===== config.mk =====
export PLATFORM = sky130hd
export DESIGN_NAME = adc_trigger_command_control
export DESIGN_NICKNAME = d
export VERILOG_FILES = /design/src/pkg/adc_ctrl_pkg.sv /design/src/rtl/adc_trigger_command_control.sv /design/src/rtl/sar_engine.sv
export SDC_FILE = /design/constraint.sdc
export NUM_CORES = 1
export LEC_CHECK = 0
export CORE_MARGIN = 2
export CORE_UTILIZATION = 60
export CTS_BUF_LIST = sky130_fd_sc_hd__clkbuf_4 sky130_fd_sc_hd__clkbuf_8 sky130_fd_sc_hd__clkbuf_16
export DETAILED_ROUTE_END_ITERATION = 16
export DONT_BUFFER_PORTS = 1
export PLACE_DENSITY = 0.82
export SKIP_LAST_GASP = 1
export SLEW_MARGIN = 20
export SYNTH_ARGS = -nofsm -noshare
export SYNTH_HDL_FRONTEND = slang
export SYNTH_SLANG_ARGS = --single-unit

===== constraint.sdc =====
create_clock -name sys_clk_in -period 3.5 [get_ports sys_clk_in]
set_clock_uncertainty 0.2 [all_clocks]
set_input_delay 0.175 -clock sys_clk_in [delete_from_list [all_inputs] [get_ports sys_clk_in]]
set_output_delay 0.175 -clock sys_clk_in [all_outputs]
set_load 0.005 [all_outputs]

===== src/pkg/adc_ctrl_pkg.sv =====
// constants, field layouts and types of the converter control block
// assumes one 100 MHz system clock and an AXI4-Lite register port
package adc_ctrl_pkg;
  localparam int unsigned ADDR_W = 7;
  localparam int unsigned DATA_W = 32;
  localparam int unsigned NUM_CH = 16;
  localparam int unsigned RAW_W = 10;
  // register indices; byte address is four times the index
  localparam logic [4:0] IDX_TRIG_CTL = 5'h00;
  localparam logic [4:0] IDX_TRIG_CHAN = 5'h01;
  localparam logic [4:0] IDX_PRESCALE = 5'h02;
  localparam logic [4:0] IDX_MODE = 5'h03;
  localparam logic [4:0] IDX_INT = 5'h0e;
  localparam logic [4:0] IDX_FLAG = 5'h0f;
  localparam logic [4:0] IDX_CW_HI = 5'h10;
  localparam logic [4:0] IDX_CW_LO = 5'h12;
  localparam logic [4:0] IDX_RES_HI = 5'h14;
  localparam logic [4:0] IDX_RES_LO = 5'h16;
  // trigger control fields
  localparam int unsigned TC_SRC = 0;
  localparam int unsigned TC_LEVEL = 2;
  localparam int unsigned TC_INVERT = 3;
  localparam logic [1:0] SRC_NONE = 2'h0;
  localparam logic [1:0] SRC_PIN = 2'h1;
  localparam logic [1:0] SRC_TMR0 = 2'h2;
  localparam logic [1:0] SRC_TMR1 = 2'h3;
  // operating mode fields
  localparam int unsigned MODE_DIS = 0;
  localparam int unsigned MODE_RES_DMA = 1;
  localparam int unsigned MODE_CMD_DMA = 2;
  localparam int unsigned MODE_LEFT = 3;
  localparam int unsigned MODE_SIGNED = 4;
  localparam logic [4:0] MODE_RESET = 5'h01;
  localparam logic [7:0] PRESC_RESET = 8'h04;
  // flag and status fields
  localparam int unsigned FLAG_DONE = 0;
  localparam int unsigned FLAG_OVR = 1;
  localparam int unsigned FLAG_LVL = 2;
  localparam int unsigned STAT_CW_PEND = 3;
  localparam int unsigned STAT_BUSY = 4;
  // command word fields
  localparam int unsigned CW_CH = 0;
  localparam int unsigned CW_RES10 = 4;
  localparam int unsigned CW_WAIT = 5;
  localparam int unsigned CW_SMODE = 7;
  localparam int unsigned CW_STIME = 12;
  localparam logic [1:0] WAIT_NOW = 2'h0;
  localparam logic [1:0] WAIT_TRIG = 2'h1;
  localparam logic [1:0] SMODE_PAUSE = 2'h0;
  localparam logic [1:0] SMODE_CONT = 2'h1;
  // successive approximation timing and bus responses
  localparam logic [3:0] MSB_10 = 4'h9;
  localparam logic [3:0] MSB_8 = 4'h7;
  localparam logic [1:0] SETTLE_CYCLES = 2'h3;
  localparam logic [1:0] RESP_OKAY = 2'h0;
  localparam logic [1:0] RESP_SLVERR = 2'h2;
  typedef enum logic [1:0] {
    st_idle = 2'b00,
    st_wait = 2'b01,
    st_conv = 2'b11
  } state_t;
endpackage


===== src/rtl/adc_trigger_command_control.sv =====
// converter control: AXI4-Lite registers, trigger select, command queue,
// result formatting and DMA requests around one sar_engine
// assumes analog pins and comparator are asynchronous, timer lines are not
`timescale 1ns/10ps
module adc_trigger_command_control (
  input wire logic sys_clk_in,
  input wire logic rst_b_in,
  input wire logic [adc_ctrl_pkg::ADDR_W-1:0] s_axi_awaddr_in,
  input wire logic s_axi_awvalid_in,
  output logic s_axi_awready_out,
  input wire logic [adc_ctrl_pkg::DATA_W-1:0] s_axi_wdata_in,
  input wire logic [3:0] s_axi_wstrb_in,
  input wire logic s_axi_wvalid_in,
  output logic s_axi_wready_out,
  output logic [1:0] s_axi_bresp_out,
  output logic s_axi_bvalid_out,
  input wire logic s_axi_bready_in,
  input wire logic [adc_ctrl_pkg::ADDR_W-1:0] s_axi_araddr_in,
  input wire logic s_axi_arvalid_in,
  output logic s_axi_arready_out,
  output logic [adc_ctrl_pkg::DATA_W-1:0] s_axi_rdata_out,
  output logic [1:0] s_axi_rresp_out,
  output logic s_axi_rvalid_out,
  input wire logic s_axi_rready_in,
  input wire logic [adc_ctrl_pkg::NUM_CH-1:0] an_pin_in,
  input wire logic timer_trigger_line_0_in,
  input wire logic timer_trigger_line_1_in,
  input wire logic cmp_in,
  output logic [3:0] channel_sel_out,
  output logic sample_out,
  output logic [adc_ctrl_pkg::RAW_W-1:0] dac_code_out,
  output logic analog_enable_out,
  output logic conv_clk_en_out,
  output logic result_dma_req_out,
  output logic cmd_dma_req_out,
  output logic conv_irq_out
);
  import adc_ctrl_pkg::*;

  function automatic logic is_mapped(input logic [ADDR_W-1:0] a);
    logic [4:0] i;
    i = a[6:2];
    if (a[1:0] != 2'h0) begin
      return 1'b0;
    end else if (i <= IDX_MODE || i == IDX_INT || i == IDX_FLAG) begin
      return 1'b1;
    end else if (i == IDX_CW_HI || i == IDX_CW_LO) begin
      return 1'b1;
    end else if (i == IDX_RES_HI || i == IDX_RES_LO) begin
      return 1'b1;
    end else begin
      return 1'b0;
    end
  endfunction

  function automatic logic [15:0] merge16(input logic [15:0] old,
                                          input logic [15:0] d,
                                          input logic [1:0] s);
    logic [15:0] m;
    m = {{8{s[1]}}, {8{s[0]}}};
    return (old & ~m) | (d & m);
  endfunction

  function automatic logic [15:0] fmt_result(input logic [9:0] r,
                                             input logic res10,
                                             input logic left,
                                             input logic sgn);
    logic [15:0] o;
    if (left) begin
      o = res10 ? {r, 6'h00} : {r[7:0], 8'h00};
      o[15] = o[15] ^ sgn;
    end else if (sgn) begin
      o = res10 ? {{7{~r[9]}}, r[8:0]} : {{9{~r[7]}}, r[6:0]};
    end else begin
      o = res10 ? {6'h00, r} : {8'h00, r[7:0]};
    end
    return o;
  endfunction

  // synchronisers for pin inputs
  logic [NUM_CH-1:0] pin_s1;
  logic [NUM_CH-1:0] pin_s2;
  logic cmp_s1;
  logic cmp_s2;

  always_ff @(posedge sys_clk_in or negedge rst_b_in) begin
    if (!rst_b_in) begin
      pin_s1 <= '0;
      pin_s2 <= '0;
      cmp_s1 <= 1'b0;
      cmp_s2 <= 1'b0;
    end else begin
      pin_s1 <= an_pin_in;
      pin_s2 <= pin_s1;
      cmp_s1 <= cmp_in;
      cmp_s2 <= cmp_s1;
    end
  end

  // bus write channel
  logic aw_hold;
  logic w_hold;
  logic [ADDR_W-1:0] aw_addr_q;
  logic [15:0] w_data_q;
  logic [1:0] w_strb_q;
  logic wr_fire;
  logic [4:0] wr_idx;

  assign wr_fire = aw_hold && w_hold && !s_axi_bvalid_out;
  assign wr_idx = aw_addr_q[6:2];

  always_ff @(posedge sys_clk_in or negedge rst_b_in) begin
    if (!rst_b_in) begin
      s_axi_awready_out <= 1'b1;
      s_axi_wready_out <= 1'b1;
      s_axi_bvalid_out <= 1'b0;
      s_axi_bresp_out <= RESP_OKAY;
      aw_hold <= 1'b0;
      w_hold <= 1'b0;
      aw_addr_q <= '0;
      w_data_q <= '0;
      w_strb_q <= '0;
    end else begin
      if (s_axi_awvalid_in && s_axi_awready_out) begin
        aw_hold <= 1'b1;
        aw_addr_q <= s_axi_awaddr_in;
        s_axi_awready_out <= 1'b0;
      end
      if (s_axi_wvalid_in && s_axi_wready_out) begin
        w_hold <= 1'b1;
        w_data_q <= s_axi_wdata_in[15:0];
        w_strb_q <= s_axi_wstrb_in[1:0];
        s_axi_wready_out <= 1'b0;
      end
      if (wr_fire) begin
        aw_hold <= 1'b0;
        w_hold <= 1'b0;
        s_axi_bvalid_out <= 1'b1;
        s_axi_bresp_out <= is_mapped(aw_addr_q) ? RESP_OKAY : RESP_SLVERR;
      end
      if (s_axi_bvalid_out && s_axi_bready_in) begin
        s_axi_bvalid_out <= 1'b0;
        s_axi_awready_out <= 1'b1;
        s_axi_wready_out <= 1'b1;
      end
    end
  end

  // software-visible configuration
  logic [3:0] trig_ctl;
  logic [3:0] trig_chan;
  logic [7:0] presc;
  logic [4:0] mode_r;
  logic int_en;
  logic trig_wr;
  logic cw_wr;
  logic flag_wr;

  assign trig_wr = wr_fire && aw_addr_q[1:0] == 2'h0 && wr_idx == IDX_TRIG_CTL;
  assign cw_wr = wr_fire && aw_addr_q[1:0] == 2'h0 && wr_idx == IDX_CW_HI;
  assign flag_wr = wr_fire && aw_addr_q[1:0] == 2'h0 && wr_idx == IDX_FLAG;

  always_ff @(posedge sys_clk_in or negedge rst_b_in) begin
    if (!rst_b_in) begin
      trig_ctl <= '0;
      trig_chan <= '0;
      presc <= PRESC_RESET;
      mode_r <= MODE_RESET;
      int_en <= 1'b0;
    end else if (wr_fire && aw_addr_q[1:0] == 2'h0) begin
      // registers stay writable while disabled
      if (wr_idx == IDX_TRIG_CTL) begin
        trig_ctl <= 4'(merge16({12'h000, trig_ctl}, w_data_q, w_strb_q));
      end else if (wr_idx == IDX_TRIG_CHAN) begin
        trig_chan <= 4'(merge16({12'h000, trig_chan}, w_data_q, w_strb_q));
      end else if (wr_idx == IDX_PRESCALE) begin
        presc <= 8'(merge16({8'h00, presc}, w_data_q, w_strb_q));
      end else if (wr_idx == IDX_MODE) begin
        mode_r <= 5'(merge16({11'h000, mode_r}, w_data_q, w_strb_q));
      end else if (wr_idx == IDX_INT && w_strb_q[0]) begin
        int_en <= w_data_q[0];
      end
    end
  end

  // trigger selection and detection
  logic [1:0] src;
  logic level_mode;
  logic trig_sel;
  logic trig_act;
  logic trig_prev;
  logic trig_edge;
  logic trig_fire;

  assign src = trig_ctl[TC_SRC +: 2];
  assign level_mode = trig_ctl[TC_LEVEL];

  // timer lines are single-clock pulses from reloading counters
  always_comb begin
    case (src)
      SRC_PIN: trig_sel = pin_s2[trig_chan];
      SRC_TMR0: trig_sel = timer_trigger_line_0_in;
      SRC_TMR1: trig_sel = timer_trigger_line_1_in;
      default: trig_sel = 1'b0;
    endcase
  end

  assign trig_act = (src != SRC_NONE) && (trig_sel ^ trig_ctl[TC_INVERT]);
  assign trig_edge = trig_act && !trig_prev;
  assign trig_fire = level_mode ? trig_act : trig_edge;

  always_ff @(posedge sys_clk_in or negedge rst_b_in) begin
    if (!rst_b_in) begin
      trig_prev <= 1'b0;
    end else begin
      trig_prev <= trig_act;
    end
  end

  // command sequencing
  state_t state;
  state_t next_state;
  logic [15:0] cw_pend;
  logic [15:0] cw_act;
  logic [15:0] cmd_sel;
  logic cw_valid;
  logic mod_dis;
  logic act_wait;
  logic act_cont;
  logic pend_wait;
  logic level_abort;
  logic kill;
  logic consume;
  logic eng_start;
  logic eng_busy;
  logic eng_done;
  logic [RAW_W-1:0] eng_code;
  logic ovr_set;

  assign mod_dis = mode_r[MODE_DIS];
  assign act_wait = cw_act[CW_WAIT +: 2] == WAIT_TRIG;
  assign act_cont = cw_act[CW_SMODE +: 2] == SMODE_CONT;
  assign pend_wait = cw_pend[CW_WAIT +: 2] == WAIT_TRIG;
  assign cmd_sel = (state == st_idle) ? cw_pend : cw_act;
  // level trigger dropping mid-conversion stops it
  assign level_abort = state == st_conv && level_mode && act_wait &&
                       !trig_act;
  assign kill = trig_wr || level_abort || mod_dis;
  assign consume = state == st_idle && cw_valid && !kill;
  assign ovr_set = state == st_conv && !level_mode && trig_edge;

  always_comb begin
    next_state = state;
    eng_start = 1'b0;
    if (kill) begin
      next_state = st_idle;
    end else begin
      case (state)
        st_idle: begin
          if (cw_valid) begin
            next_state = pend_wait ? st_wait : st_conv;
            eng_start = !pend_wait;
          end
        end
        st_wait: begin
          // a still-high level starts the next word at once
          if (trig_fire) begin
            next_state = st_conv;
            eng_start = 1'b1;
          end
        end
        st_conv: begin
          if (eng_done) begin
            // continuous mode repeats until a new word arrives
            if (act_cont && !cw_valid) begin
              next_state = act_wait ? st_wait : st_conv;
              eng_start = !act_wait;
            end else begin
              next_state = st_idle;
            end
          end
        end
        default: next_state = st_idle;
      endcase
    end
  end

  always_ff @(posedge sys_clk_in or negedge rst_b_in) begin
    if (!rst_b_in) begin
      state <= st_idle;
      cw_act <= '0;
      channel_sel_out <= '0;
    end else begin
      state <= next_state;
      if (consume) begin
        cw_act <= cw_pend;
      end
      if (eng_start) begin
        channel_sel_out <= cmd_sel[CW_CH +: 4];
      end
    end
  end

  sar_engine u_sar (
    .sys_clk_in(sys_clk_in),
    .rst_b_in(rst_b_in),
    .start_in(eng_start),
    .abort_in(kill),
    .res10_in(cmd_sel[CW_RES10]),
    .sample_len_in(9'(presc) + 9'(cmd_sel[CW_STIME +: 4])),
    .cmp_in(cmp_s2),
    .busy_out(eng_busy),
    .done_out(eng_done),
    .sample_out(sample_out),
    .code_out(dac_code_out)
  );

  assign eng_code = dac_code_out;

  // results, flags and DMA requests
  logic [RAW_W-1:0] result_r;
  logic res_pend;
  logic dma_block;
  logic [2:0] flags;
  logic next_cw_valid;
  logic next_res_pend;
  logic next_dma_block;
  logic [2:0] next_flags;
  logic res_rd;
  logic [2:0] flag_set;
  logic [2:0] flag_clr;

  assign res_rd = s_axi_arvalid_in && s_axi_arready_out &&
                  s_axi_araddr_in == {IDX_RES_HI, 2'h0};
  assign flag_set = {level_abort, ovr_set, eng_done};
  assign flag_clr = (flag_wr && w_strb_q[0]) ? w_data_q[2:0] : 3'h0;

  always_comb begin
    // new events win over clears
    next_flags = (flags & ~flag_clr) | flag_set;
    next_cw_valid = cw_valid;
    if (cw_wr) begin
      next_cw_valid = 1'b1;
    end else if (trig_wr || consume) begin
      next_cw_valid = 1'b0;
    end
    next_res_pend = res_pend;
    if (eng_done) begin
      next_res_pend = 1'b1;
    end else if (res_rd) begin
      next_res_pend = 1'b0;
    end
    next_dma_block = dma_block;
    if (cw_wr) begin
      next_dma_block = 1'b0;
    end else if (trig_wr || level_abort) begin
      next_dma_block = 1'b1;
    end
  end

  always_ff @(posedge sys_clk_in or negedge rst_b_in) begin
    if (!rst_b_in) begin
      cw_pend <= '0;
      cw_valid <= 1'b0;
      result_r <= '0;
      res_pend <= 1'b0;
      dma_block <= 1'b0;
      flags <= '0;
      result_dma_req_out <= 1'b0;
      cmd_dma_req_out <= 1'b0;
      conv_irq_out <= 1'b0;
      analog_enable_out <= 1'b0;
      conv_clk_en_out <= 1'b0;
    end else begin
      if (cw_wr) begin
        cw_pend <= merge16(cw_pend, w_data_q, w_strb_q);
      end
      if (eng_done) begin
        result_r <= eng_code;
      end
      cw_valid <= next_cw_valid;
      res_pend <= next_res_pend;
      dma_block <= next_dma_block;
      flags <= next_flags;
      result_dma_req_out <= mode_r[MODE_RES_DMA] && next_res_pend &&
                            !next_dma_block;
      cmd_dma_req_out <= mode_r[MODE_CMD_DMA] && !next_cw_valid &&
                         !next_dma_block && !mod_dis;
      conv_irq_out <= int_en && next_flags[FLAG_DONE];
      analog_enable_out <= !mod_dis;
      conv_clk_en_out <= !mod_dis;
    end
  end

  // bus read channel
  logic [15:0] rd_word;
  logic [4:0] rd_idx;

  assign rd_idx = s_axi_araddr_in[6:2];

  always_comb begin
    rd_word = 16'h0000;
    if (s_axi_araddr_in[1:0] != 2'h0) begin
      rd_word = 16'h0000;
    end else if (rd_idx == IDX_TRIG_CTL) begin
      rd_word = {12'h000, trig_ctl};
    end else if (rd_idx == IDX_TRIG_CHAN) begin
      rd_word = {12'h000, trig_chan};
    end else if (rd_idx == IDX_PRESCALE) begin
      rd_word = {8'h00, presc};
    end else if (rd_idx == IDX_MODE) begin
      rd_word = {11'h000, mode_r};
    end else if (rd_idx == IDX_INT) begin
      rd_word = {15'h0000, int_en};
    end else if (rd_idx == IDX_FLAG) begin
      rd_word = {11'h000, state != st_idle, cw_valid, flags};
    end else if (rd_idx == IDX_CW_HI) begin
      rd_word = cw_pend;
    end else if (rd_idx == IDX_CW_LO) begin
      rd_word = cw_act;
    end else if (rd_idx == IDX_RES_HI) begin
      rd_word = fmt_result(result_r, cw_act[CW_RES10],
                           mode_r[MODE_LEFT], mode_r[MODE_SIGNED]);
    end else if (rd_idx == IDX_RES_LO) begin
      rd_word = {6'h00, result_r};
    end
  end

  always_ff @(posedge sys_clk_in or negedge rst_b_in) begin
    if (!rst_b_in) begin
      s_axi_arready_out <= 1'b1;
      s_axi_rvalid_out <= 1'b0;
      s_axi_rdata_out <= '0;
      s_axi_rresp_out <= RESP_OKAY;
    end else begin
      if (s_axi_arvalid_in && s_axi_arready_out) begin
        s_axi_arready_out <= 1'b0;
        s_axi_rvalid_out <= 1'b1;
        s_axi_rdata_out <= {16'h0000, rd_word};
        s_axi_rresp_out <= is_mapped(s_axi_araddr_in) ? RESP_OKAY
                                                      : RESP_SLVERR;
      end
      if (s_axi_rvalid_out && s_axi_rready_in) begin
        s_axi_rvalid_out <= 1'b0;
        s_axi_arready_out <= 1'b1;
      end
    end
  end
endmodule


===== src/rtl/sar_engine.sv =====
// successive-approximation sequencer: sample phase, then one bit a step
// assumes the comparator input is already synchronised by the caller
`timescale 1ns/10ps
module sar_engine (
  input wire logic sys_clk_in,
  input wire logic rst_b_in,
  input wire logic start_in,
  input wire logic abort_in,
  input wire logic res10_in,
  input wire logic [8:0] sample_len_in,
  input wire logic cmp_in,
  output logic busy_out,
  output logic done_out,
  output logic sample_out,
  output logic [adc_ctrl_pkg::RAW_W-1:0] code_out
);
  import adc_ctrl_pkg::*;

  logic [8:0] cnt;
  logic [3:0] bitpos;
  logic [1:0] settle;

  always_ff @(posedge sys_clk_in or negedge rst_b_in) begin
    if (!rst_b_in) begin
      busy_out <= 1'b0;
      done_out <= 1'b0;
      sample_out <= 1'b0;
      code_out <= '0;
      cnt <= '0;
      bitpos <= '0;
      settle <= '0;
    end else if (abort_in) begin
      busy_out <= 1'b0;
      done_out <= 1'b0;
      sample_out <= 1'b0;
      code_out <= '0;
    end else begin
      done_out <= 1'b0;
      if (start_in && !busy_out) begin
        busy_out <= 1'b1;
        sample_out <= 1'b1;
        cnt <= sample_len_in;
        code_out <= '0;
        bitpos <= res10_in ? MSB_10 : MSB_8;
      end else if (busy_out && sample_out) begin
        if (cnt == 9'h000) begin
          sample_out <= 1'b0;
          code_out[bitpos] <= 1'b1;
          settle <= SETTLE_CYCLES;
        end else begin
          cnt <= cnt - 9'h001;
        end
      end else if (busy_out) begin
        if (settle != 2'h0) begin
          settle <= settle - 2'h1;
        end else begin
          // comparator low means the trial bit overshot
          if (!cmp_in) begin
            code_out[bitpos] <= 1'b0;
          end
          if (bitpos == 4'h0) begin
            busy_out <= 1'b0;
            done_out <= 1'b1;
          end else begin
            bitpos <= bitpos - 4'h1;
            code_out[bitpos - 4'h1] <= 1'b1;
            settle <= SETTLE_CYCLES;
          end
        end
      end
    end
  end
endmodule


---- Word level (Yosys, flattened, before mapping) ----
Cells that the tools add are included.
W data, S select, Z words.
storage, ports and cells
  register bits ........................... 195
  input bits .............................. 76
  output and inout port bits .............. 61
operators by class
  add/sub/neg operators ................... 4
  order comparisons ....................... 7
  equality and inequality tests ........... 39
  multiplexer cells ....................... 115
  bitwise operators ....................... 29
  reduce and logical (&&, ||, !) cells .... 91
operators by type and width
  kind                  number
  $mux W16              15
  $mux W10              15
  $mux W1               55
  $eq A5 B5 Y1 const B  8
  $logic_and A1 B1 Y1   34
  $and A16 B16 Y16      2
  $mux W2               14
  $reduce_bool A2 Y1    14
  $mux W9               3
  $mux W4               6
  $eq A5 B2 Y1 const B  4
  $eq A5 B4 Y1 const B  4
  $or A10 B10 Y10       2
  $not A16 Y16          1
  $or A16 B16 Y16       1
  $lt A4 B5 Y1 const B  3
  $reduce_and A5 Y1     3
  $logic_not A1 Y1      12
  $reduce_and A3 Y1     4
  $logic_or A1 B1 Y1    11
  $and A10 B10 Y10      1
  $eq A2 B1 Y1 const B  5
  $eq A5 B1 Y1 const B  2
  $le A5 B2 Y1 const B  2
  40 further kinds      64

---- Longest topological paths before layout ----
Gate-level depths: netlist (run 1).
  depth in word-level cells ............... 20
  gate-level depth with buffers ........... 11

---- Modules after synthesis ----
A second synthesis (run 1) with hierarchy kept.
second synthesis, totals
  cell total of the unflattened synthesis .. 849
  area total of the unflattened synthesis .. 9,541.7 um^2
modules (own cells, without submodules)
  module                       instances  cells an instance  area an instance (um^2)
  adc_trigger_command_control  1          622                7,574.8
  sar_engine                   1          227                1,966.9

---- Worst setup path before layout (run 1) ----
Ideal clock, no wire load.
  kind .................................... reg2reg
  from .................................... register state[1]
  to ...................................... register u_sar.cnt[6]
  library setup time ...................... 0.132 ns
  data arrival time ....................... 2.781 ns
  required time ........................... 3.168 ns
  path slack .............................. 0.387 ns
  cell stages (with the launch flop) ...... 12
  path buffers ............................ 1
  cells stage by stage .................... dfrtp_1 > nor2_1 > buf_1 > mux2_2 > ha_1 > fa_1 > a21o_1 > a21oi_1 > nor2_1 > xor2_1 > nor3_1 > a31oi_1
between the ends
  cells in the longest elaborated chain, start to end .. 10
  elaborated cells on any way between the ends .. 18
ends and longest elaborated chain
  what                                                    line                                source
  start: declaration                                      adc_trigger_command_control.sv:221  state_t state;
  start signal: assignment                                adc_trigger_command_control.sv:290  state <= st_idle;
  start signal: assignment                                adc_trigger_command_control.sv:294  state <= next_state;
  branches (longest 10 deep; another with $add A8 B4 Y9)  -
  end signal: assignment                                  sar_engine.sv:42                    cnt <= sample_len_in;
  end signal: assignment                                  sar_engine.sv:51                    cnt <= cnt - 9'h001;
  end: declaration                                        sar_engine.sv:19                    logic [8:0] cnt;
Parallel ways; which one is timed is not known.
A chain may end at the register's enable or synchronous reset.

---- Worst setup path in the final report (run 1) ----
  from .................................... register s_axi_arready_out
  to ...................................... register result_dma_req_out
between the ends
  cells in the longest elaborated chain, start to end .. 6
ends and longest elaborated chain
  what                               line                                source
  start: declaration                 adc_trigger_command_control.sv:20   output logic s_axi_arready_out,
  start signal: assignment           adc_trigger_command_control.sv:431  s_axi_arready_out <= 1'b1;
  start signal: assignment           adc_trigger_command_control.sv:437  s_axi_arready_out <= 1'b0;
  start signal: assignment           adc_trigger_command_control.sv:445  s_axi_arready_out <= 1'b1;
  $logic_and A1 B1 Y1 (2 in series)  adc_trigger_command_control.sv:333  assign res_rd = s_axi_arvalid_in && s_axi_arready_out &&
  $mux W1                            adc_trigger_command_control.sv:350  end else if (res_rd) begin
  $mux W1                            adc_trigger_command_control.sv:348  if (eng_done) begin
  net next_res_pend                  adc_trigger_command_control.sv:326  logic next_res_pend;
  $logic_and A1 B1 Y1 (2 in series)  adc_trigger_command_control.sv:385  result_dma_req_out <= mode_r[MODE_RES_DMA] && next_res_pend &&
  end signal: assignment             adc_trigger_command_control.sv:385
  end: declaration                   adc_trigger_command_control.sv:34   output logic result_dma_req_out,
The timed path passes the listed nets, and every way through them passes these cells.

==> flow_summary.json, run 1 <==
{
  "dr.pass1.iters": 6,
  "ys_seq_elements": 193,
  "nets": 940,
  "worstPathRequired_ns": 3.64,
  "viasPerCell": 6.52,
  "die_x_um": 128,
  "fin_crit_sh_pct": 89.5,
  "cts_num_sinks": 193,
  "drv_cap": 0,
  "synth_edf_count": 0,
  "maxSlewViolCount": 0,
  "rsz0062_at_grt": "no",
  "avgSynthCellArea_um2": 11.6,
  "status": "finished with violations",
  "root_buffer": "clkbuf_16",
  "fmax_mhz": 319,
  "grt_usage_pct": 29.5,
  "drive_gt1_share_pct": 18.8,
  "synth_flop_cell": "dfrtp_1",
  "synth-compound-area-share_pct": 14.2,
  "end_kind": "flop",
  "fp.dieArea_um2": 16400,
  "die_h_um": 128,
  "drt-total-wl_mm": 23.2,
  "vias": 6861,
  "grt_max_degree": 194,
  "design.core.area_um2": 15100,
  "relSlewSlack_pct": 39.1,
  "peakVddDrop_v": 0.000615,
  "worstPathArrival_ns": 3.28,
  "clock_path_buffers": 2,
  "clkTransAtPathRegs_ns": 0.07,
  "numCtsBuffers": 17,
  "async_flop_share_pct": 100,
  "n_antenna_cell": 0,
  "startpoint_type": "flop",
  "boundaryPins": 137,
  "synth_warnings": 0,
  "synthSimpleGateAreaFrac_pct": 11.5,
  "start_util_pct": 61.1,
  "drcViolationCount": 0,
  "cts_hold_buf": 60,
  "violations": "negative hold slack",
  "final_core_utilization_pct": 69.6,
  "area_growth_pct": 13.9,
  "stdcell_count": 1052,
  "min_period_ns": 3.13,
  "dr.first_iter.drc_count": 708,
  "gp_congestion": 0.960,
  "startpoint": "s_axi_arready_out",
  "post_cts_buffers": 0,
  "crit_type": "flop to flop",
  "hold_class": "input port to async pin",
  "synthMuxAreaShare_pct": 15.4,
  "critPathMaxFanout": 19,
  "synthDistinctLibCells": 77,
  "port_buffers": 0,
  "hold_violations": 193,
  "worst_slew_pin_slew_ns": 0.907,
  "p_per_area_nw_per_um2": 572,
  "ys_seq_area_share_pct": 52.5,
  "fin_tns_setup_ns": 0,
  "synth_adder_area_share_pct": 1.85,
  "cts_tree": "yes",
  "setup_ws_ns": 0.367,
  "dpl.cell_count": 960,
  "syn-cell-area_um2": 9220,
  "leakagePower_nw": 4.67,
  "clk_latency_ns": 0.45,
  "setup_violations": 0,
  "grt_pass1_vias": 6864,
  "routedWlPerCell_um": 22.0,
  "grt_pass1_wl_mm": 36.7,
  "synth-xor-area-share_pct": 0.760,
  "holdWs_ns": -0.778,
  "antenna_left": 0,
  "synth_top_family_by_area": "multiplexers",
  "syn_inst": 796,
  "place_ws_ns": 0.426,
  "grt_remaining_overflow": 0,
  "r2r-start": "s_axi_arready_out",
  "htree_levels": 4,
  "antenna_found_initial": 0,
  "row_count": 45,
  "hpwl_mm": 15.5
}
-- Yosys cell counts (all sizes together), types with 5 or more instances --
master,number,area share (%)
dfrtp,188,51
mux2,98,12
nand2,72,3.0
o21ai,41,2.4
a21oi,35,1.9
nor2,34,1.4
buf,28,2.2
clkbuf,22,0.90
mux2i,19,2.1
nor3,19,1.0
inv,18,0.73
ha,12,1.6
nor2b,12,0.81
nand3,11,0.73
a31oi,9,0.61
a32oi,9,1.1
or3,9,0.61
a21o,8,0.65
a221oi,8,0.76
a22oi,7,0.57
and2,7,0.48
o31ai,7,0.57
nand2b,6,0.41
or4,6,0.49
xnor2,6,0.57
a211oi,5,0.41
a222oi,5,0.54
a32o,5,0.54
dfstp,5,1.4
nand4b,5,0.48
nor4,5,0.34
o22ai,5,0.34
-- where the power goes --
group	internal (mW)	switching [mW]	total, mW
registers	2.59	0.434	3.03
logic	0.516	0.546	1.06
clock network	0.955	0.962	1.92
-- cell type report --
cell class	instances	area, um2
clock inverters	15	160
multi-input cells	552	4100
clock buffers	17	425
inverters	18	67.6
flip-flops and latches	193	4840
repair buffers	69	668
well taps	188	235
fillers	1047	4590
-- through the flow --
step / total power, mW / instance area, um2
final: 6.00 / 10500
after detailed placement: 4.00 / 9310
after global placement: 3.92 / 9310
after global routing: 6.27 / 10500
after floorplan: 3.70 / 9280
after CTS: 5.97 / 10500
-- cells by family after synthesis --
| group | Yosys count |
|---|---|
| AO/OA/AOI/OAI | 184 |
| AND/OR/NAND/NOR | 208 |
| XOR/XNOR | 8 |
| flip-flops | 193 |
| other | 1 |
| multiplexers | 121 |
| buffers and inverters | 68 |
| adder cells (fa/ha/maj) | 13 |
-- placed cells by master (no fill, tap or decap), types with 6 or more instances in the layout --
master           n
a21o_1           8
a21oi_1         34
a221oi_1         8
a22oi_1          7
a31oi_1          9
a32oi_1          8
and2_1           7
buf_4            9
clkbuf_16       17
conb_1          18
dfrtp_1        188
dlygate4sd3_1   60
ha_1            12
inv_1           18
mux2_2          89
mux2_4           9
mux2i_1         19
nand2_1         70
nand2b_1         6
nand3_1         10
nor2_1          34
nor2b_1         12
nor3_1          19
o21ai_0         38
o31ai_1          7
or3_1            9
or4_1            6
xnor2_1          6
-- worst paths after layout --
check,cells after the start,endpoint,slack (ns)
max,7,result_dma_req_out,0.37
min reg2reg,0,pin_s2[1],0.14
max in group asynchronous,0,async pin,3.49
min,0,cmp_s1,-0.78
max reg2reg,7,result_dma_req_out,0.37
min in group sys_clk_in,3,trig_prev,0.04
-- critical path: stages (launching register included) --
cell and delay (ns):
dfstp_2 0.56, nand2_1 0.47, nor3_1 0.68, dlygate4sd3_1 0.70, nand2_1 0.08, a21o_1 0.20, nand2_1 0.07, nor2_1 0.05
-- routing by layer --
| layer | GRT usage (%) | vias to the layer above | share of wire (%) |
|---|---|---|---|
| met3 | 7.60 | 55 | 8.0 |
| met4 | 11.1 | 0 | 2.6 |
| met1 | 39.4 | 3428 | 42 |
| met2 | 46.9 | 345 | 48 |
| li1 | - | 3033 | - |
| met5 | 0 | - | 0 |
-- repair_timing --
action	in CTS	in global routing
endpoints found under the setup margin	0	0
gates resized for setup	0	0
endpoints found under the hold margin	258	193
(Power assumes the default switching activity.)
==> run 2, diff against run 1 <==
--- a/config.mk
+++ b/config.mk
@@ -6,11 +6,11 @@
 export NUM_CORES = 1
 export LEC_CHECK = 0
 export CORE_MARGIN = 2
-export CORE_UTILIZATION = 60
+export CORE_UTILIZATION = 59
 export CTS_BUF_LIST = sky130_fd_sc_hd__clkbuf_4 sky130_fd_sc_hd__clkbuf_8 sky130_fd_sc_hd__clkbuf_16
 export DETAILED_ROUTE_END_ITERATION = 16
 export DONT_BUFFER_PORTS = 1
-export PLACE_DENSITY = 0.82
+export PLACE_DENSITY = 0.81
 export SKIP_LAST_GASP = 1
 export SLEW_MARGIN = 20
 export SYNTH_ARGS = -nofsm -noshare
==> run 2 against run 1 <==
  * The flow still finishes with violations (negative hold slack)
  * Worst setup slack worse by 0.060 ns
  * Via count down 0.13%
  * Utilization is 0.30 points lower
  * Flip-flop and latch count is the same
  * Sequential power about the same
  * Critical endpoint is now s_axi_rresp_out[1]
  * Largest power group unchanged
  * Worst hold slack got worse by 0.00069 ns
  * Clock power up 4%
==> flow_summary.json, run 2 (synthesis results as in run 1) <==
{
  "crit_type": "flop to flop",
  "fin_crit_sh_pct": 91.2,
  "htree_levels": 4,
  "fillers": 1035,
  "worstPathArrival_ns": 3.33,
  "fp.dieArea_um2": 16600,
  "clock_path_buffers": 2,
  "holdWs_ns": -0.779,
  "p_total_mw": 6.09,
  "nets": 940,
  "drive_gt1_share_pct": 18.9,
  "row_count": 45,
  "hold_violations": 193,
  "antenna_left": 0,
  "cts-resized-gates": 0,
  "fmax_mhz": 313,
  "grt_usage_pct": 29.4,
  "cts_num_sinks": 193,
  "design.core.area_um2": 15300,
  "met2_usage_pct": 46.1,
  "area_growth_pct": 14.6,
  "busiest_layer": "met2",
  "r2r-start": "s_axi_arready_out",
  "place_area_um2": 9350,
  "violations": "negative hold slack",
  "n_antenna_cell": 0,
  "final_cell_mix": "dfrtp_1 (188), mux2_2 (89), nand2_1 (70)",
  "startpoint": "s_axi_arready_out",
  "clkTransAtPathRegs_ns": 0.08,
  "dr.pass1.iters": 8,
  "hold_class": "input port to async pin",
  "routedWlPerCell_um": 21.9,
  "use_met1_pct": 38.9,
  "drcViolationCount": 0,
  "worstPathRequired_ns": 3.63,
  "gp_congestion": 0.948,
  "cts_tree": "yes",
  "final_core_utilization_pct": 69.3,
  "numCtsBuffers": 17,
  "die_x_um": 129,
  "drv_cap": 0,
  "fin_tns_setup_ns": 0,
  "antenna_found_initial": 0,
  "grt_max_degree": 194,
  "vias": 6852,
  "post_cts_buffers": 0,
  "clk_latency_ns": 0.45,
  "dr.first_iter.drc_count": 669,
  "grt_use_met3_pct": 8.90,
  "design_area_um2": 10600,
  "cts_hold_buf": 59,
  "peakVddDrop_v": 0.000502,
  "die_h_um": 129,
  "grt_pass1_wl_mm": 37.0,
  "min_period_ns": 3.19,
  "setup_violations": 0,
  "end_kind": "flop",
  "boundaryPins": 137,
  "final_common_cell": "dfrtp_1",
  "port_buffers": 0,
  "worst_slew_pin_slew_ns": 0.968,
  "rsz0062_at_grt": "no",
  "maxSlewViolCount": 0,
  "grt_pass1_vias": 6861,
  "start_util_pct": 60.4,
  "relSlewSlack_pct": 35.0,
  "root_buffer": "clkbuf_16",
  "drt-total-wl_mm": 23.5,
  "p_per_area_nw_per_um2": 576,
  "hpwl_mm": 15.8,
  "leakagePower_nw": 4.70,
  "critPathMaxFanout": 11,
  "status": "finished with violations",
  "grt_remaining_overflow": 0,
  "startpoint_type": "flop",
  "viasPerCell": 6.37
}
[run 2: path summary, 6_finish.rpt]
kind,slack (ns),depth (start not counted),endpoint
setup / recovery,0.31,6,s_axi_rresp_out[1]
hold / removal,-0.78,0,u_sar.bitpos[2]
setup reg to reg,0.31,6,s_axi_rresp_out[1]
hold reg to reg,0.15,0,pin_s2[15]
max in group asynchronous,3.50,0,async pin
min in group sys_clk_in,0.05,3,s_axi_rdata_out[1]
[run 2: stage by stage]
| stage | instances | setup WS, ns |
|---|---|---|
| 2_1_floorplan | 813 | 0.387 |
| 3_3_place_gp | 984 | 0.495 |
| 3_5_place_dp | 984 | 0.402 |
| 4_1_cts | 1075 | 0.354 |
| 5_1_grt | 1075 | 0.156 |
| 6_report | 1075 | 0.307 |
[run 2: worst max-delay path: stages (launching register included)]
cell	delay, ns
dfstp_2	0.56
nand2_1	0.32
buf_4	0.33
nor3_1	0.27
dlygate4sd3_1	0.75
a21oi_1	0.09
dlygate4sd3_1	0.55
[run 2: cell type report]
cell class              instances  area, um2  share of cell area, %
flip-flops and latches        193       4840                   45.8
well taps                     211        264                   2.50
repair buffers                 69        666                   6.30
multi-input cells             552       4100                   38.8
clock buffers                  17        425                   4.03
inverters                      18       67.6                  0.639
clock inverters                15        205                   1.94
[run 2: per-layer routing]
layer | share of wire [%] | up-vias
met2 | 48 | 323
met1 | 41 | 3449
met3 | 7.7 | 55
met4 | 3.2 | 0
li1 | - | 3025
met5 | 0 | -
[run 2: power breakdown]
part | total, mW | switching [mW] | internal (mW)
Sequential | 3.02 | 0.432 | 2.59
Combinational | 1.06 | 0.545 | 0.517
Clock | 2.00 | 1.02 | 0.988
Total | 6.09 | 1.99 | 4.10
==> run 3, diff against run 2 <==
--- a/config.mk
+++ b/config.mk
@@ -10,6 +10,7 @@
 export CTS_BUF_LIST = sky130_fd_sc_hd__clkbuf_4 sky130_fd_sc_hd__clkbuf_8 sky130_fd_sc_hd__clkbuf_16
 export DETAILED_ROUTE_END_ITERATION = 16
 export DONT_BUFFER_PORTS = 1
+export HOLD_SLACK_MARGIN = 0.12
 export PLACE_DENSITY = 0.81
 export SKIP_LAST_GASP = 1
 export SLEW_MARGIN = 20
==> constraint.sdc (replaced) <==
create_clock -name sys_clk_in -period 3.1 [get_ports sys_clk_in]
set_clock_uncertainty 0.2 [all_clocks]
set_input_delay 0.155 -clock sys_clk_in [delete_from_list [all_inputs] [get_ports sys_clk_in]]
set_output_delay 0.155 -clock sys_clk_in [all_outputs]
set_load 0.005 [all_outputs]
==> run 3 against run 2 <==
  * The run still ends with negative hold slack left
  * Combinational power rose by 18%
  * Total power rose by 15%
  * Final cell count rose by 2.8%
  * Non-clock buffer count rose by 30
  * Register-to-register slack got worse by 0.17 ns
  * Sequential power rose by 14%
  * Global-route usage rose by 0.96 points
  * Critical endpoint is now u_sar.cnt[6]
  * Largest cell class unchanged
  * Largest power group unchanged
==> flow_summary.json, run 3 (synthesis results as in run 1) <==
{
  "drv_cap": 0,
  "htree_levels": 4,
  "hold_class": "input port to async pin",
  "boundaryPins": 137,
  "p_comb_share_pct": 17.8,
  "routedWlPerCell_um": 22.2,
  "clock_path_buffers": 2,
  "design.core.area_um2": 15300,
  "nets": 970,
  "seqPwrFrac_pct": 48.8,
  "p_clk_share_pct": 33.4,
  "end_kind": "flop",
  "p_sw_share_pct": 31.9,
  "grt_remaining_overflow": 0,
  "violations": "negative hold slack",
  "setup_violations": 0,
  "drive_gt1_share_pct": 19.6,
  "n_antenna_cell": 0,
  "leakagePower_nw": 4.84,
  "die_h_um": 129,
  "status": "finished with violations",
  "hpwl_mm": 15.7,
  "peakVddDrop_v": 0.000513,
  "place_ws_ns": 0.0889,
  "maxSlewViolCount": 0,
  "setup_ws_ns": 0.138,
  "final_common_cell": "dfrtp_1",
  "drcViolationCount": 0,
  "fin_crit_sh_pct": 95.5,
  "antenna_found_initial": 0,
  "grt_usage_pct": 30.4,
  "final_cell_mix": "dfrtp_1 (187), mux2_2 (89), dlygate4sd3_1 (80)",
  "startpoint_type": "flop",
  "cts_hold_buf": 80,
  "p_per_area_nw_per_um2": 646,
  "min_period_ns": 2.96,
  "fillers": 987,
  "drt-total-wl_mm": 24.5,
  "viasPerCell": 6.41,
  "row_count": 45,
  "grt_pass1_vias": 7070,
  "antenna_left": 0,
  "cts_num_sinks": 193,
  "start_util_pct": 60.4,
  "vias": 7086,
  "fp.dieArea_um2": 16600,
  "r2r.worst_path.cells": 8,
  "p_switching_mw": 2.24,
  "worstPathArrival_ns": 3.13,
  "worst_slew_pin_slew_ns": 0.874,
  "relSlewSlack_pct": 41.6,
  "clkTransAtPathRegs_ns": 0.08,
  "fmax_mhz": 338,
  "gp_congestion": 0.943,
  "root_buffer": "clkbuf_16",
  "numCtsBuffers": 17,
  "grt_max_degree": 194,
  "intPower_mw": 4.79,
  "clk_latency_ns": 0.45,
  "critPathMaxFanout": 5,
  "cts_tree": "yes",
  "port_buffers": 0,
  "dr.first_iter.drc_count": 747,
  "worstPathRequired_ns": 3.27,
  "r2r_end": "u_sar.cnt[6]",
  "hold_violations": 193,
  "die_x_um": 129,
  "dr.pass1.iters": 5,
  "grt_pass1_wl_mm": 38.5,
  "rrSetupSlack_ns": 0.14,
  "final_core_utilization_pct": 71.3,
  "area_growth_pct": 18.0,
  "crit_type": "flop to flop",
  "holdWs_ns": -0.787
}
-- run 3: cell count changes in the layout (fill, tap and decap cells not counted), sizes merged --
cell	before	now
dlygate4sd3	59	80
buf	10	19
bufinv	0	2
clkinv	7	5
clkinvlp	1	0
inv	25	26
-- run 3: final cells by class --
type                            instances  area, um2  share of cell area, %
Inverter                               18       67.6                  0.621
Tap cell                              211        264                   2.43
Multi-Input combinational cell        552       4130                   38.0
Clock buffer                           17        425                   3.91
Sequential cell                       193       4840                   44.5
Clock inverter                         15        211                   1.94
Timing Repair Buffer                   99        943                   8.67
-- run 3: layer usage --
layer	track usage (%)	vias up	share of wire (%)
met2	49.2	361	48
met5	0	-	0
met3	7.61	52	8.1
met4	9.65	0	2.3
li1	-	3096	-
met1	40.8	3577	41
-- run 3: worst max-delay path by stage --
stage	slack, ns	startpoint	to	depth (start not counted)
detailed placement	0.09	flop	u_sar.cnt[5]	9
global placement	0.17	flop	cw_act[11]	8
global route	-0.10	flop	u_sar.code_out[4]	8
CTS	0.06	flop	u_sar.cnt[5]	9
finish	0.14	flop	u_sar.cnt[6]	8
floorplan	0.18	state[1]	u_sar.cnt[6]	11
-- run 3: stage by stage --
step	hold slack (ns)	total power, mW	std cells	cell area (um2)	TNS, ns
after CTS	-0.804	6.95	1101	10800	0
after global routing	-0.822	7.34	1105	10900	-0.280
final	-0.787	7.03	1105	10900	0
after floorplan	-0.341	4.17	813	9280	0
after global placement	-0.336	4.44	989	9380	0
after detailed placement	-0.335	4.53	989	9380	0
-- run 3: worst max-delay path: stages (launching register included) --
cell,delay [ns]
dfrtp_2,0.43
mux4_2,0.50
or2_1,0.25
a32oi_4,0.32
a31o_4,0.24
o21ai_4,0.08
buf_4,0.16
or4_1,0.51
a31oi_1,0.19
-- run 3: power by group through the flow --
stage / clock (mW) / combinational, mW / sequential [mW]
6_report: 2.35 / 1.25 / 3.43
5_1_grt: 2.48 / 1.37 / 3.48
4_1_cts: 2.35 / 1.20 / 3.40
3_5_place_dp: 0 / 1.09 / 3.44
3_3_place_gp: 0 / 1.04 / 3.41
2_1_floorplan: 0 / 0.934 / 3.24
-- run 3: what timing repair did --
item,4_1_cts,5_1_grt
setup buffers,0,4
resized for setup,0,5
hold endpoints to repair,261,193
endpoints found under the setup margin,0,27
